**config.mk**
```make
export PLATFORM = sky130hd
export DESIGN_NAME = standby_mode_control
export DESIGN_NICKNAME = d
export VERILOG_FILES = /design/src/include/standby_pkg.sv /design/src/include/settle_if.sv /design/src/design/settle_counter.sv /design/src/design/standby_mode_control.sv
export SDC_FILE = /design/constraint.sdc
export NUM_CORES = 1
export LEC_CHECK = 0
export BUFFER_PORTS_ARGS = -buffer_cell sky130_fd_sc_hd__buf_2
export CORE_ASPECT_RATIO = 0.6
export CORE_UTILIZATION = 50
export CTS_CLUSTER_SIZE = 20
export DETAILED_ROUTE_END_ITERATION = 10
export PLACE_DENSITY = 0.77
export SYNTH_ARGS = -nofsm -noshare
export SYNTH_HDL_FRONTEND = slang
export SYNTH_SLANG_ARGS = --single-unit
```
**constraint.sdc**
```tcl
create_clock -name clk_in -period 4.3 [get_ports clk_in]
set_input_delay 0.86 -clock clk_in [delete_from_list [all_inputs] [get_ports clk_in]]
set_output_delay 0.86 -clock clk_in [all_outputs]
set_load 0.02 [all_outputs]
```
**src/include/standby_pkg.sv**
```systemverilog
// Shared constants and types of the standby mode control block
package standby_pkg;
  // ----------------------------------------
  // Register map, byte addresses
  // ----------------------------------------
  localparam logic [11:0] CTRL_OFF = 12'h000;
  localparam logic [11:0] MODE_OFF = 12'h004;
  localparam logic [11:0] SETTLE_OFF = 12'h008;
  localparam logic [11:0] STAT_OFF = 12'h00C;
  // ----------------------------------------
  // Field positions and reset values
  // ----------------------------------------
  localparam int NMIA_MASK_BIT = 0;
  localparam int NMIB_MASK_BIT = 1;
  localparam int IRQ_MASK_BIT = 2;
  localparam int START_BIT = 3;
  localparam int SEL_W = 2;
  localparam int SETTLE_SEL_W = 3;
  localparam logic [7:0] SETTLE_RESET = 8'h06;
  localparam logic [2:0] MASK_RESET = 3'h0;
  localparam logic [1:0] SEL_RESET = 2'h0;
  localparam logic [1:0] SEL_FIRST_IDLE = 2'h0;
  localparam logic [1:0] SEL_STOP = 2'h2;
  // Settle wait is 2^(base + select) oscillator periods; 10 + 6 gives 2^16
  localparam int SETTLE_BASE_LOG2 = 10;
  // ----------------------------------------
  // Controller states
  // ----------------------------------------
  typedef enum logic [5:0] {
    ST_RUN = 6'h01,
    ST_HALT = 6'h02,
    ST_IDLE = 6'h04,
    ST_STOP = 6'h08,
    ST_OSC_WAIT = 6'h10,
    ST_SETTLE = 6'h20
  } state_t;
endpackage : standby_pkg

```
**src/include/settle_if.sv**
```systemverilog
// Link between the standby controller and its settle counter
interface settle_if;
  logic run;
  logic [2:0] sel;
  logic done;
  modport ctrl (output run, output sel, input done);
  modport counter (input run, input sel, output done);
endinterface : settle_if

```
**src/design/settle_counter.sv**
```systemverilog
// Oscillation settle counter running on the main oscillator clock
module settle_counter #(
  parameter int BASE_LOG2 = standby_pkg::SETTLE_BASE_LOG2,
  parameter int CNT_W = BASE_LOG2 + 8
) (
  input wire logic clk_in,
  input wire logic nrst_in,
  settle_if.counter sif
);
  typedef struct packed {
    logic [CNT_W-1:0] cnt;
    logic done;
  } cnt_t;

  cnt_t s_r;
  cnt_t s_nxt;
  logic [CNT_W-1:0] limit;

  assign limit = CNT_W'(({{(CNT_W-1){1'b0}}, 1'b1} << (BASE_LOG2 + int'(sif.sel))) - 1);

  always_comb begin
    s_nxt = s_r;
    s_nxt.cnt = sif.run ? CNT_W'(s_r.cnt + 1'b1) : '0;
    s_nxt.done = sif.run && (s_r.cnt == limit);
  end

  always_ff @(posedge clk_in or negedge nrst_in) begin
    if (!nrst_in) begin
      s_r <= '0;
    end else begin
      s_r <= s_nxt;
    end
  end

  assign sif.done = s_r.done;
endmodule : settle_counter

```
**src/design/standby_mode_control.sv**
```systemverilog
// Standby mode controller with APB registers
// Contract
// - Mode select bits act only while the start bit is set
// - Settle counting begins only once the oscillator runs again
// - Settle register resets to 06H, giving 2^16 periods after reset
// - Halt with pending request enters halt, then leaves at once
// - First idle with pending unmasked request is released at once
// - Sources masked by standby mask bits do not release first idle
//
// The placing of the registers and the APB register port were left to the implementer.
module standby_mode_control #(
  parameter int BASE_LOG2 = standby_pkg::SETTLE_BASE_LOG2
) (
  input wire logic clk_in,
  input wire logic nrst_in,
  input wire logic psel,
  input wire logic penable,
  input wire logic pwrite,
  input wire logic [11:0] paddr,
  input wire logic [31:0] pwdata,
  output logic [31:0] prdata,
  output logic pready,
  output logic pslverr,
  input wire logic halt_req_in,
  input wire logic irq_pending_in,
  input wire logic nmi_a_in,
  input wire logic nmi_b_in,
  input wire logic osc_running_in,
  output logic cpu_clk_en_out,
  output logic osc_stop_out,
  output logic [5:0] state_out
);
  typedef struct packed {
    standby_pkg::state_t st;
    logic [2:0] masks;
    logic start;
    logic [1:0] sel;
    logic [7:0] settle;
    logic [31:0] prdata;
    logic pready;
    logic pslverr;
    logic cpu_clk_en;
    logic osc_stop;
    logic run;
    logic wr_seen;
  } ctl_t;

  ctl_t s_r;
  ctl_t s_nxt;
  settle_if sif ();
  logic acc_first;
  logic wr_commit;
  logic wake_any;
  logic wake_masked;

  function automatic logic hit(input logic [11:0] a, input logic [11:0] off);
    hit = (a == off);
  endfunction : hit

  settle_counter #(
    .BASE_LOG2(BASE_LOG2),
    .CNT_W(BASE_LOG2 + 8)
  ) u_settle (
    .clk_in(clk_in),
    .nrst_in(nrst_in),
    .sif(sif)
  );

  // ----------------------------------------
  // Bus and wake decode
  // ----------------------------------------
  // One wait state keeps every bus output straight from a flop
  assign acc_first = psel && penable && !s_r.pready;
  assign wr_commit = psel && penable && s_r.pready && pwrite;
  // Halt ignores the standby masks
  assign wake_any = irq_pending_in || nmi_a_in || nmi_b_in;
  assign wake_masked = (nmi_a_in && !s_r.masks[standby_pkg::NMIA_MASK_BIT])
    || (nmi_b_in && !s_r.masks[standby_pkg::NMIB_MASK_BIT])
    || (irq_pending_in && !s_r.masks[standby_pkg::IRQ_MASK_BIT]);

  // ----------------------------------------
  // Next state
  // ----------------------------------------
  always_comb begin
    s_nxt = s_r;
    s_nxt.pready = acc_first;
    s_nxt.pslverr = 1'b0;
    if (acc_first) begin
      s_nxt.prdata = '0;
      if (hit(paddr, standby_pkg::CTRL_OFF)) begin
        s_nxt.prdata[standby_pkg::START_BIT:0] = {s_r.start, s_r.masks};
      end else if (hit(paddr, standby_pkg::MODE_OFF)) begin
        s_nxt.prdata[standby_pkg::SEL_W-1:0] = s_r.sel;
      end else if (hit(paddr, standby_pkg::SETTLE_OFF)) begin
        s_nxt.prdata[7:0] = s_r.settle;
      end else if (hit(paddr, standby_pkg::STAT_OFF)) begin
        s_nxt.prdata[5:0] = s_r.st;
      end else begin
        s_nxt.pslverr = 1'b1;
      end
    end
    if (wr_commit) begin
      if (hit(paddr, standby_pkg::CTRL_OFF)) begin
        s_nxt.masks = pwdata[standby_pkg::IRQ_MASK_BIT:0];
        s_nxt.start = pwdata[standby_pkg::START_BIT];
      end else if (hit(paddr, standby_pkg::MODE_OFF)) begin
        s_nxt.sel = pwdata[standby_pkg::SEL_W-1:0];
      end else if (hit(paddr, standby_pkg::SETTLE_OFF)) begin
        // All eight bits are kept; upper bits are the program's to keep zero
        s_nxt.settle = pwdata[7:0];
        s_nxt.wr_seen = 1'b1;
      end
    end
    case (s_r.st)
      standby_pkg::ST_RUN: begin
        if (halt_req_in) begin
          s_nxt.st = standby_pkg::ST_HALT;
        end else if (s_r.start) begin
          s_nxt.start = 1'b0;
          if (s_r.sel == standby_pkg::SEL_FIRST_IDLE) begin
            s_nxt.st = standby_pkg::ST_IDLE;
          end else if (s_r.sel == standby_pkg::SEL_STOP) begin
            s_nxt.st = standby_pkg::ST_STOP;
          end
        end
      end
      standby_pkg::ST_HALT: begin
        if (wake_any) begin
          s_nxt.st = standby_pkg::ST_RUN;
        end
      end
      standby_pkg::ST_IDLE: begin
        if (wake_masked) begin
          s_nxt.st = standby_pkg::ST_RUN;
        end
      end
      standby_pkg::ST_STOP: begin
        if (wake_masked) begin
          s_nxt.st = standby_pkg::ST_OSC_WAIT;
        end
      end
      standby_pkg::ST_OSC_WAIT: begin
        if (osc_running_in) begin
          s_nxt.st = standby_pkg::ST_SETTLE;
        end
      end
      standby_pkg::ST_SETTLE: begin
        if (sif.done) begin
          s_nxt.st = standby_pkg::ST_RUN;
        end
      end
      default: begin
        s_nxt.st = standby_pkg::ST_OSC_WAIT;
      end
    endcase
    s_nxt.cpu_clk_en = (s_nxt.st == standby_pkg::ST_RUN);
    s_nxt.osc_stop = (s_nxt.st == standby_pkg::ST_STOP);
    s_nxt.run = (s_nxt.st == standby_pkg::ST_SETTLE) && !sif.done;
  end

  // ----------------------------------------
  // State register
  // ----------------------------------------
  // settle reset value
  always_ff @(posedge clk_in or negedge nrst_in) begin
    if (!nrst_in) begin
      s_r <= '{st: standby_pkg::ST_OSC_WAIT, masks: standby_pkg::MASK_RESET,
               start: 1'b0, sel: standby_pkg::SEL_RESET,
               settle: standby_pkg::SETTLE_RESET, prdata: '0, pready: 1'b0,
               pslverr: 1'b0, cpu_clk_en: 1'b0, osc_stop: 1'b0, run: 1'b0,
               wr_seen: 1'b0};
    end else begin
      s_r <= s_nxt;
    end
  end

  assign sif.run = s_r.run;
  assign sif.sel = s_r.settle[standby_pkg::SETTLE_SEL_W-1:0];
  assign prdata = s_r.prdata;
  assign pready = s_r.pready;
  assign pslverr = s_r.pslverr;
  assign cpu_clk_en_out = s_r.cpu_clk_en;
  assign osc_stop_out = s_r.osc_stop;
  assign state_out = s_r.st;
endmodule : standby_mode_control

```
==> run metrics, run 1 <==
status=complete, no violations; synthesized flop and latch total=52; post-synthesis cell type count=49; Post-CTS Repair Setup Buffers=0; Post-Route WL=6320 um; drt first pass iters=4; FF-to-FF path depth=6; first-pass GRT wire length=10600 um; Critical Setup Path Class=flip-flop to flip-flop; mapped cell area=slightly above 0.003 mm2; slowest cell delay on critical path=0.63 ns; top cells by area, synth=dfrtp_1 40%, buf_4 9.2%, xnor2_1 4.5%; Hold Crit Class=flip-flop to flip-flop; Antenna Cells=0; DR vias/cell=approximately 5.4; maximum buffer depth of the clock tree=2; post-synthesis mux area share=6.77%; Crit path buffers/inverters=1; Sw Share=31.9%; total of max-cap violations=0; Compound-Gate Fraction of Synth Area=9.73%; Ys Warns=0; I/O pins=96; unrepaired setup endpoints after global routing=no; Rel. slew slack=54.9%; CTS root buf=clkbuf_8; hold path depth=2; internal power=702 uW; startpoint types=flip-flop; Logic pwr share=14.4%; max frequency=a little over 400 MHz; ANT nets after route=0; GRT Resource Usage Total=a little over a fifth; worst setup path end=u_settle.sif.done$_DFF_PN0_; part of the cycle the worst path needs=56.3%; H-tree levels=2; Adder-Cell Fraction of Synth Area=2.43%; Clock Sinks=52; grt ovf=0; final hold viol count=0; Post-synth EDFFs=0; Worst Tran Pin Value=0.672 ns; Port Buffers=47; design area=~0.0033 mm2; Worst Setup SP=s_r[39]$_DFFE_PN1P_; final core utilization=57.0%; Synth Area in Simple Gates=19.7%; CTS tree=built; delay-heaviest family, CP=simple AND/OR/NAND/NOR gates; post_cts resized=0; Post-CTS Hold Buffers=0; Sw Pwr=between 300 and 400 uW; Slowest cell on crit path=dfstp_2; largest net degree at the start of global routing=53; Critical Path RT=4.54 ns; nets@finish=400; Syn Inst Count=312; core footprint=around 0.0058 mm2; Synth top area share=39.7%; mean post-synth cell area=a little under 10 um2; worst path cell trace=inv_1 > ha_1 > nand2b_1 > or4_1 > a22oi_1 > and4_1; maximum VDD drop=0.216 mV; top cell type by total area after synthesis=dfrtp_1; Die Y-Extent=62.9 um; Power Density=314 mW/mm2; Die ar.=about 0.0065 mm2; vias=around 2300; endpoints failing setup=0; leakage=1.64 nW; placed cell area=0.00318 mm2; Synth-to-Final Area Change=6.24%; Seq/Total Area, Yosys=42.3%; FF-to-FF Start=s_r[39]$_DFFE_PN1P_; xor and xnor fraction of the mapped netlist area=6.81%; fraction of layout cells with a size suffix above 1=22.3%; insertion delay to the later sink of the worst-skew pair=around 0.31 ns; final worst clock skew=0.00807 ns; Rows=21; WL/cell=roughly 15 um; setup TNS=0 ns; ys flop type=dfrtp_1; Die X=103 um; Arrival @ worst endpoint=2.66 ns; vias in the first global route=2143; initial drt markers=116; reg-to-reg critical path endpoint=u_settle.sif.done$_DFF_PN0_; setup slack, reg-to-reg=1.88 ns; Final HPWL DP=4700 um; Async SR Flop Fraction=between 90% and 100%; largest family of logic cells by synthesized area=simple AND/OR/NAND/NOR gates; Slew Limit Fails=0; Worst Setup End Kind=flip-flop; Crit Path Max Fanout=9; number of remaining DRC errors=0; antenna violations before repair=0; starting density of the core=between 50 and 60%; Reg clk slew, reported paths=0.10 ns; placer congestion estimate=0.765; Crit path depth=6; Clock Power Share=28.9%; TritonCTS buffer count=5; Reg power frac=between 50% and 60%; min cycle time layout=2.42 ns
[power groups by stage]
| stage | registers (mW) | logic (mW) | clock network [mW] |
|---|---|---|---|
| floorplan | 0.548 | 0.154 | 0 |
| global placement | 0.591 | 0.145 | 0 |
| detailed placement | 0.593 | 0.149 | 0 |
| CTS | 0.584 | 0.149 | 0.304 |
| global route | 0.592 | 0.172 | 0.329 |
| finish | 0.584 | 0.149 | 0.298 |
[metal layers]
metal | track usage, % | vias to the layer above | part of all wire (%)
met5 | 0 | - | 0
met4 | 6.16 | 0 | 0.95
met3 | 4.47 | 4 | 5.6
met2 | 30.4 | 81 | 42
met1 | 32.9 | 1098 | 51
li1 | - | 1079 | -
[Yosys cell counts, drive strengths merged (8+ instances only)]
cell type	n
clkbuf	9
xnor2	16
xor2	8
buf	41
and2	20
inv	11
nand2	20
o21ai	13
dfrtp	49
nor2	19
nand4	10
nand3	12
mux2	11
[state kept, by name, indices dropped and copies added, names as in the netlist]
signal / count
state_out: 6
u_settle.sif.done: 1
osc_stop_out: 1
pslverr: 1
prdata: 8
sif.run: 1
cpu_clk_en_out: 1
s_r: 14
pready: 1
u_settle.s_r: 18
[worst min-delay path, delay by kind of cell, from the launching register on]
family	cells	cell delay (ns)
flops	1	0.35
simple gates	2	0.10
[worst min path at each step]
| stage | startpoint | to | slack [ns] |
|---|---|---|---|
| floorplan | u_settle.sif.done$_DFF_PN0_ | sif.run$_DFF_PN0_ | 0.44 |
| global placement | prdata[0]$_DFFE_PN0P_ | prdata[0]$_DFFE_PN0P_ | 0.46 |
| detailed placement | prdata[0]$_DFFE_PN0P_ | prdata[0]$_DFFE_PN0P_ | 0.46 |
| CTS | prdata[0]$_DFFE_PN0P_ | prdata[0]$_DFFE_PN0P_ | 0.48 |
| global route | u_settle.sif.done$_DFF_PN0_ | sif.run$_DFF_PN0_ | 0.50 |
| finish | prdata[0]$_DFFE_PN0P_ | prdata[0]$_DFFE_PN0P_ | 0.48 |
[layout make-up]
class | count | area [um2]
clock buffers | 6 | 82.6
clock inverters | 2 | 15.0
fillers | 526 | 2480
inverters | 11 | 41.3
multi-input cells | 222 | 1490
flip-flops and latches | 52 | 1310
well taps | 80 | 100
repair buffers | 48 | 243
[kinds of logic after synthesis]
kind of cell,Yosys count
XOR/XNOR,24
AND/OR/NAND/NOR,108
multiplexers,17
adder cells (fa/ha/maj),6
AO/OA/AOI/OAI,43
buffers and inverters,61
flip-flops,52
other,1
[layout by cell type, fill, tap and decap left out, types with 2 or more instances in the layout]
master,netlist,layout
a22o_1,2,2
and4_1,5,5
mux2i_1,4,4
nand4_1,10,10
nor3_1,3,3
and3_1,3,3
a221o_1,2,2
dfstp_2,3,3
o21ai_0,13,13
nand2b_1,2,2
mux2_2,11,11
nand2_1,20,20
nor4_1,2,2
inv_1,11,11
nor3b_1,2,2
o211ai_1,6,6
mux4_2,2,2
dfrtp_1,49,49
clkbuf_8,0,6
o221ai_1,3,3
nor2_1,19,19
ha_1,6,6
a211oi_1,2,2
and2_1,20,20
nor2b_1,2,2
a31oi_1,2,2
nand3_1,12,12
buf_2,3,47
a32o_1,2,2
conb_1,1,24
o21a_1,2,2
xnor2_1,16,16
xor2_1,8,8
a21oi_1,3,3
clkinvlp_4,0,2
[stage by stage]
stage	setup slack (ns)	power, mW	cells	hold slack, ns
3_3_place_gp	1.70	0.736	413	0.460
4_1_cts	1.89	1.04	421	0.481
2_1_floorplan	2.04	0.703	335	0.435
5_1_grt	1.76	1.09	421	0.503
3_5_place_dp	1.64	0.742	413	0.457
6_report	1.88	1.03	421	0.478
(Power assumes the default switching activity.)
==> inputs of run 2 (changes only) <==
--- a/config.mk
+++ b/config.mk
@@ -7,10 +7,10 @@
 export LEC_CHECK = 0
 export BUFFER_PORTS_ARGS = -buffer_cell sky130_fd_sc_hd__buf_2
 export CORE_ASPECT_RATIO = 0.6
-export CORE_UTILIZATION = 50
+export CORE_UTILIZATION = 47
 export CTS_CLUSTER_SIZE = 20
 export DETAILED_ROUTE_END_ITERATION = 10
-export PLACE_DENSITY = 0.77
+export PLACE_DENSITY = 0.76
 export SYNTH_ARGS = -nofsm -noshare
 export SYNTH_HDL_FRONTEND = slang
 export SYNTH_SLANG_ARGS = --single-unit
==> constraint.sdc (replaced) <==
create_clock -name clk_in -period 2.1 [get_ports clk_in]
set_input_delay 0.42 -clock clk_in [delete_from_list [all_inputs] [get_ports clk_in]]
set_output_delay 0.42 -clock clk_in [all_outputs]
set_load 0.02 [all_outputs]
==> run metrics, run 2 (synthesis results as in run 1) <==
status=complete, no violations (unchanged); Crit Path Max Fanout=7 (was 9); Post-Layout Cell Count=434 (was 421); placed cell area=0.00325 mm2 (was 0.00318 mm2); total of max-cap violations=0 (unchanged); Clock Power Share=26.8% (was 28.9%); placer congestion estimate=0.840 (was 0.765); nets@finish=409 (was 400); Die X=107 um (was 103 um); startpoint types=flip-flop (unchanged); endpoints failing setup=0 (unchanged); most frequent cells in the layout=49 x dfrtp_1, 47 x buf_2, 24 x conb_1 (unchanged); vias=2351 (was 2262); Reg clk slew, reported paths=0.10 ns (about the same); Reg power frac=56.2% (was 56.7%); Synth-to-Final Area Change=9.29% (was 6.24%); final hold viol count=0 (unchanged); drt first pass iters=4 (unchanged); pre-CTS WS=0.0249 ns (was 1.64 ns); Worst Setup End Kind=flip-flop (unchanged); Slew Limit Fails=0 (unchanged); largest net degree at the start of global routing=53 (unchanged); first-pass GRT wire length=10600 um (about the same); Sw Share=32.1% (was 31.9%); unrepaired setup endpoints after global routing=no (unchanged); DR vias/cell=5.42 (was 5.37); Critical Path RT=2.36 ns (was 4.54 ns); insertion delay to the later sink of the worst-skew pair=0.32 ns (was 0.31 ns); internal power=1.42 mW (was 702 uW); Die Y-Extent=64.8 um (was 62.9 um); placed insts=425 (was 413); most common cell after layout, fill and taps aside=dfrtp_1 (unchanged); min cycle time layout=1.96 ns (was 2.42 ns); Largest Register=u_settle.s_r (unchanged); final core utilization=54.2% (was 57.0%); Antenna Cells=0 (unchanged); vias in the first global route=2105 (was 2143); fillcell total=562 (was 526); Final HPWL DP=4880 um (was 4700 um); Post-Route WL=6550 um (was 6320 um); I/O pins=96 (unchanged); core footprint=0.00622 mm2 (was 0.00575 mm2); CTS tree=built (unchanged); H-tree levels=2 (unchanged); maximum VDD drop=0.492 mV (was 0.216 mV); Rel. slew slack=57.1% (was 54.9%); Rows=22 (was 21); leakage=1.68 nW (was 1.64 nW); Sw Pwr=672 uW (was 329 uW); setup TNS=0 ns (unchanged); Worst Tran Pin Value=0.644 ns (was 0.672 ns); Arrival @ worst endpoint=2.22 ns (was 2.66 ns); part of the cycle the worst path needs=93.3% (was 56.3%); Power Density=621 mW/mm2 (was 314 mW/mm2); antenna violations before repair=0 (unchanged); number of remaining DRC errors=0 (unchanged); final worst clock skew=0.0170 ns (was 0.00807 ns); CTS root buf=clkbuf_8 (unchanged); initial drt markers=160 (was 116); WL/cell=15.1 um (was 15.0 um); fraction of layout cells with a size suffix above 1=25.4% (was 22.3%); Clock Sinks=52 (unchanged); Post-CTS Hold Buffers=0 (unchanged); max frequency=510 MHz (was 413 MHz); Port Buffers=47 (unchanged); final worst slack=0.141 ns (was 1.88 ns); Critical Setup Path Class=flip-flop to flip-flop (unchanged); maximum buffer depth of the clock tree=2 (unchanged); GRT Resource Usage Total=20.1% (was 21.5%); max reg flops=18 (unchanged); grt ovf=0 (unchanged); starting density of the core=49.6% (was 53.6%); Die ar.=0.00690 mm2 (was 0.00650 mm2); Logic pwr share=17.0% (was 14.4%); Hold Crit Class=primary input to asynchronous set/reset pin (was flip-flop to flip-flop); TritonCTS buffer count=5 (unchanged); ANT nets after route=0 (unchanged); design area=0.00337 mm2 (was 0.00328 mm2)
## run 2: worst max-delay path, stage by stage, from the launching register on
cell and delay, ns:
dfstp_2 0.55, inv_1 0.10, ha_4 0.24, nand2b_4 0.17
or4_1 0.49, a22oi_2 0.17, and4_1 0.20
## run 2: final cells by class
class                           instances  area, um2  share of cell area, %
Multi-Input combinational cell        222       1530                   45.2
Sequential cell                        52       1310                   38.7
Timing Repair Buffer                   57        310                   9.20
Tap cell                               84        105                   3.12
Clock buffer                            6       72.6                   2.15
Inverter                               11       41.3                   1.22
Clock inverter                          2       12.5                  0.371
## run 2: layer usage
| layer | wire length [um] | up-vias | global-route usage [%] |
|---|---|---|---|
| li1 | - | 1110 | - |
| met1 | 2930 | 1136 | 30.5 |
| met2 | 2860 | 97 | 28.1 |
| met3 | 688 | 8 | 4.73 |
| met4 | 63 | 0 | 5.65 |
| met5 | 0 | - | 0 |
## run 2: metrics by stage
step,hold slack [ns],total power [mW]
floorplan,0.124,1.44
global placement,0.458,1.53
detailed placement,0.477,1.54
CTS,0.243,2.11
global route,0.262,2.21
finish,0.220,2.09
## run 2: final timing paths
path | startpoint | to | slack (ns) | cells after the start
hold reg to reg | prdata[4]$_DFFE_PN0P_ | prdata[4]$_DFFE_PN0P_ | 0.50 | 2
max in group asynchronous | nrst_in | state_out[5]$_DFF_PN0_ | 1.45 | 2
setup reg to reg | s_r[40]$_DFFE_PN1P_ | u_settle.sif.done$_DFF_PN0_ | 0.14 | 6
hold / removal | nrst_in | u_settle.s_r[14]$_DFF_PN0_ | 0.22 | 2
setup / recovery | s_r[40]$_DFFE_PN1P_ | u_settle.sif.done$_DFF_PN0_ | 0.14 | 6
min in group clk_in | pwdata[5] | s_r[43]$_DFFE_PN0P_ | 0.34 | 2
## run 2: what timing repair did
action                                  4_1_cts  5_1_grt
resized for setup                             0        4
buffers inserted                              0        1
endpoints found under the setup margin        0        1
## run 2: power by group through the flow
stage / registers [mW] / logic, mW / clock network (mW)
after global placement: 1.19 / 0.345 / 0
final: 1.18 / 0.355 / 0.562
after detailed placement: 1.19 / 0.354 / 0
after CTS: 1.17 / 0.356 / 0.581
after floorplan: 1.12 / 0.316 / 0
after global routing: 1.19 / 0.399 / 0.626
==> inputs of run 3 (changes only) <==
--- a/config.mk
+++ b/config.mk
@@ -11,6 +11,7 @@
 export CTS_CLUSTER_SIZE = 20
 export DETAILED_ROUTE_END_ITERATION = 10
 export PLACE_DENSITY = 0.76
+export REMOVE_ABC_BUFFERS = 1
 export SYNTH_ARGS = -nofsm -noshare
 export SYNTH_HDL_FRONTEND = slang
 export SYNTH_SLANG_ARGS = --single-unit
==> run metrics, run 3 (synthesis results as in run 1) <==
status=complete, no violations (unchanged); initial drt markers=177 (was 160); Critical Setup Path Class=flip-flop to flip-flop (unchanged); Sw Pwr=685 uW (was 672 uW); Hold Crit Class=primary input to asynchronous set/reset pin (unchanged); Post-Layout Cell Count=435 (was 434); FF-to-FF path depth=7 (was 6); Post-Route WL=6580 um (was 6550 um); Slew Limit Fails=0 (unchanged); Synth-to-Final Area Change=9.89% (was 9.29%); placer congestion estimate=0.828 (was 0.840); Die Y-Extent=64.8 um (unchanged); Reg power frac=54.7% (was 56.2%); Crit Path Max Fanout=4 (was 7); min cycle time layout=1.98 ns (was 1.96 ns); final hold viol count=0 (unchanged); leakage=1.69 nW (was 1.68 nW); Power Density=631 mW/mm2 (was 621 mW/mm2); starting density of the core=49.6% (unchanged); ANT nets after route=0 (unchanged); max frequency=504 MHz (was 510 MHz); Largest Register=u_settle.s_r (unchanged); endpoints failing setup=0 (unchanged); GRT Resource Usage Total=20.4% (was 20.1%); Die X=107 um (unchanged); grt ovf=0 (unchanged); DR vias/cell=5.39 (was 5.42); Clock Power Share=28.3% (was 26.8%); vias in the first global route=2107 (was 2105); TritonCTS buffer count=5 (unchanged); pre-CTS WS=0.0467 ns (was 0.0249 ns); placed insts=427 (was 425); Rel. slew slack=48.9% (was 57.1%); I/O pins=96 (unchanged); max reg flops=18 (unchanged); fillcell total=561 (was 562); largest net degree at the start of global routing=22 (was 53); number of remaining DRC errors=0 (unchanged); Reg clk slew, reported paths=0.10 ns (about the same); first-pass GRT wire length=10700 um (was 10600 um); CTS tree=built (unchanged); H-tree levels=2 (unchanged); Clock Sinks=52 (unchanged); Worst Setup End Kind=flip-flop (unchanged); WL/cell=15.1 um (about the same); antenna violations before repair=0 (unchanged); Antenna Cells=0 (unchanged); vias=2343 (was 2351); Post-CTS Repair Setup Buffers=0 (unchanged); Post-CTS Hold Buffers=0 (unchanged); most common cell after layout, fill and taps aside=dfrtp_1 (unchanged); maximum buffer depth of the clock tree=2 (unchanged); Critical Path RT=2.35 ns (was 2.36 ns); Port Buffers=47 (unchanged); Final HPWL DP=4840 um (was 4880 um); final worst slack=0.117 ns (was 0.141 ns); Arrival @ worst endpoint=2.23 ns (was 2.22 ns); drt first pass iters=4 (unchanged); nets@finish=410 (was 409); unrepaired setup endpoints after global routing=no (unchanged); Logic pwr share=17.0% (about the same); maximum VDD drop=0.346 mV (was 0.492 mV); part of the cycle the worst path needs=94.4% (was 93.3%); Die ar.=0.00690 mm2 (unchanged); Worst Tran Pin Value=0.760 ns (was 0.644 ns); insertion delay to the later sink of the worst-skew pair=0.31 ns (was 0.32 ns); Rows=22 (unchanged); CTS root buf=clkbuf_8 (unchanged); total of max-cap violations=0 (unchanged); internal power=1.46 mW (was 1.42 mW); core footprint=0.00622 mm2 (unchanged); most frequent cells in the layout=49 x dfrtp_1, 47 x buf_2, 24 x conb_1 (unchanged); final worst clock skew=0.0103 ns (was 0.0170 ns); fraction of layout cells with a size suffix above 1=25.6% (was 25.4%); startpoint types=flip-flop (unchanged); Sw Share=32.0% (was 32.1%)
-- run 3: changes by cell type in the layout (fill, tap and decap cells not counted), sizes merged --
cell / change
clkinv: +1
clkinvlp: -1
buf: +1
-- run 3: path summary, 6_finish.rpt --
kind | startpoint | end | slack [ns]
worst max-delay path | s_r[40]$_DFFE_PN1P_ | u_settle.sif.done$_DFF_PN0_ | 0.12
worst min-delay path | nrst_in | u_settle.s_r[18]$_DFF_PN0_ | 0.05
worst max register to register | s_r[40]$_DFFE_PN1P_ | u_settle.sif.done$_DFF_PN0_ | 0.12
worst min register to register | u_settle.sif.done$_DFF_PN0_ | sif.run$_DFF_PN0_ | 0.49
max in group asynchronous | nrst_in | s_r[40]$_DFFE_PN1P_ | 1.35
min in group clk_in | pwdata[4] | s_r[42]$_DFFE_PN0P_ | 0.33
-- run 3: power groups by stage --
stage | Combinational (mW) | Sequential (mW) | Clock (mW)
after floorplan | 0.175 | 1.19 | 0
after detailed placement | 0.360 | 1.19 | 0
after global routing | 0.403 | 1.18 | 0.664
after global placement | 0.348 | 1.18 | 0
after CTS | 0.362 | 1.17 | 0.618
final | 0.364 | 1.17 | 0.606
-- run 3: metal layers --
| layer | global-route usage (%) | vias to the layer above | share of wire, % |
|---|---|---|---|
| li1 | - | 1107 | - |
| met1 | 32.7 | 1133 | 51 |
| met2 | 26.9 | 92 | 41 |
| met3 | 4.53 | 11 | 7.2 |
| met4 | 5.65 | 0 | 1.4 |
| met5 | 0 | - | 0 |
-- run 3: area by class of cell --
cell class | count | area, um2 | share of cell area (%)
clock buffers | 6 | 82.6 | 2.44
multi-input cells | 222 | 1530 | 45.1
clock inverters | 2 | 10.0 | 0.295
well taps | 84 | 105 | 3.10
inverters | 11 | 41.3 | 1.22
repair buffers | 58 | 318 | 9.37
flip-flops and latches | 52 | 1310 | 38.5
-- run 3: through the flow --
step	total power [mW]	hold WS, ns	util, %	setup TNS, ns	cell area [um2]
after global routing	2.25	0.0727	54.5	0	3390
final	2.14	0.0485	54.5	0	3390
after floorplan	1.36	0.124	-	-0.0105	2840
after detailed placement	1.55	0.398	52.4	0	3260
after global placement	1.53	0.388	52.4	0	3260
after CTS	2.15	0.0545	54.0	0	3360
-- run 3: what timing repair did --
| action | in CTS | in global routing |
|---|---|---|
| setup endpoints to repair | 1 | 1 |
| resized for setup | 1 | 4 |
| pin swaps | 0 | 1 |
-- run 3: critical path, cell delays in order (launching register included) --
cell      delay (ns)
dfstp_2         0.56
inv_1           0.11
ha_4            0.30
nor4b_4         0.22
xor2_1          0.23
xnor2_1         0.11
a211oi_1        0.17
and4_1          0.22
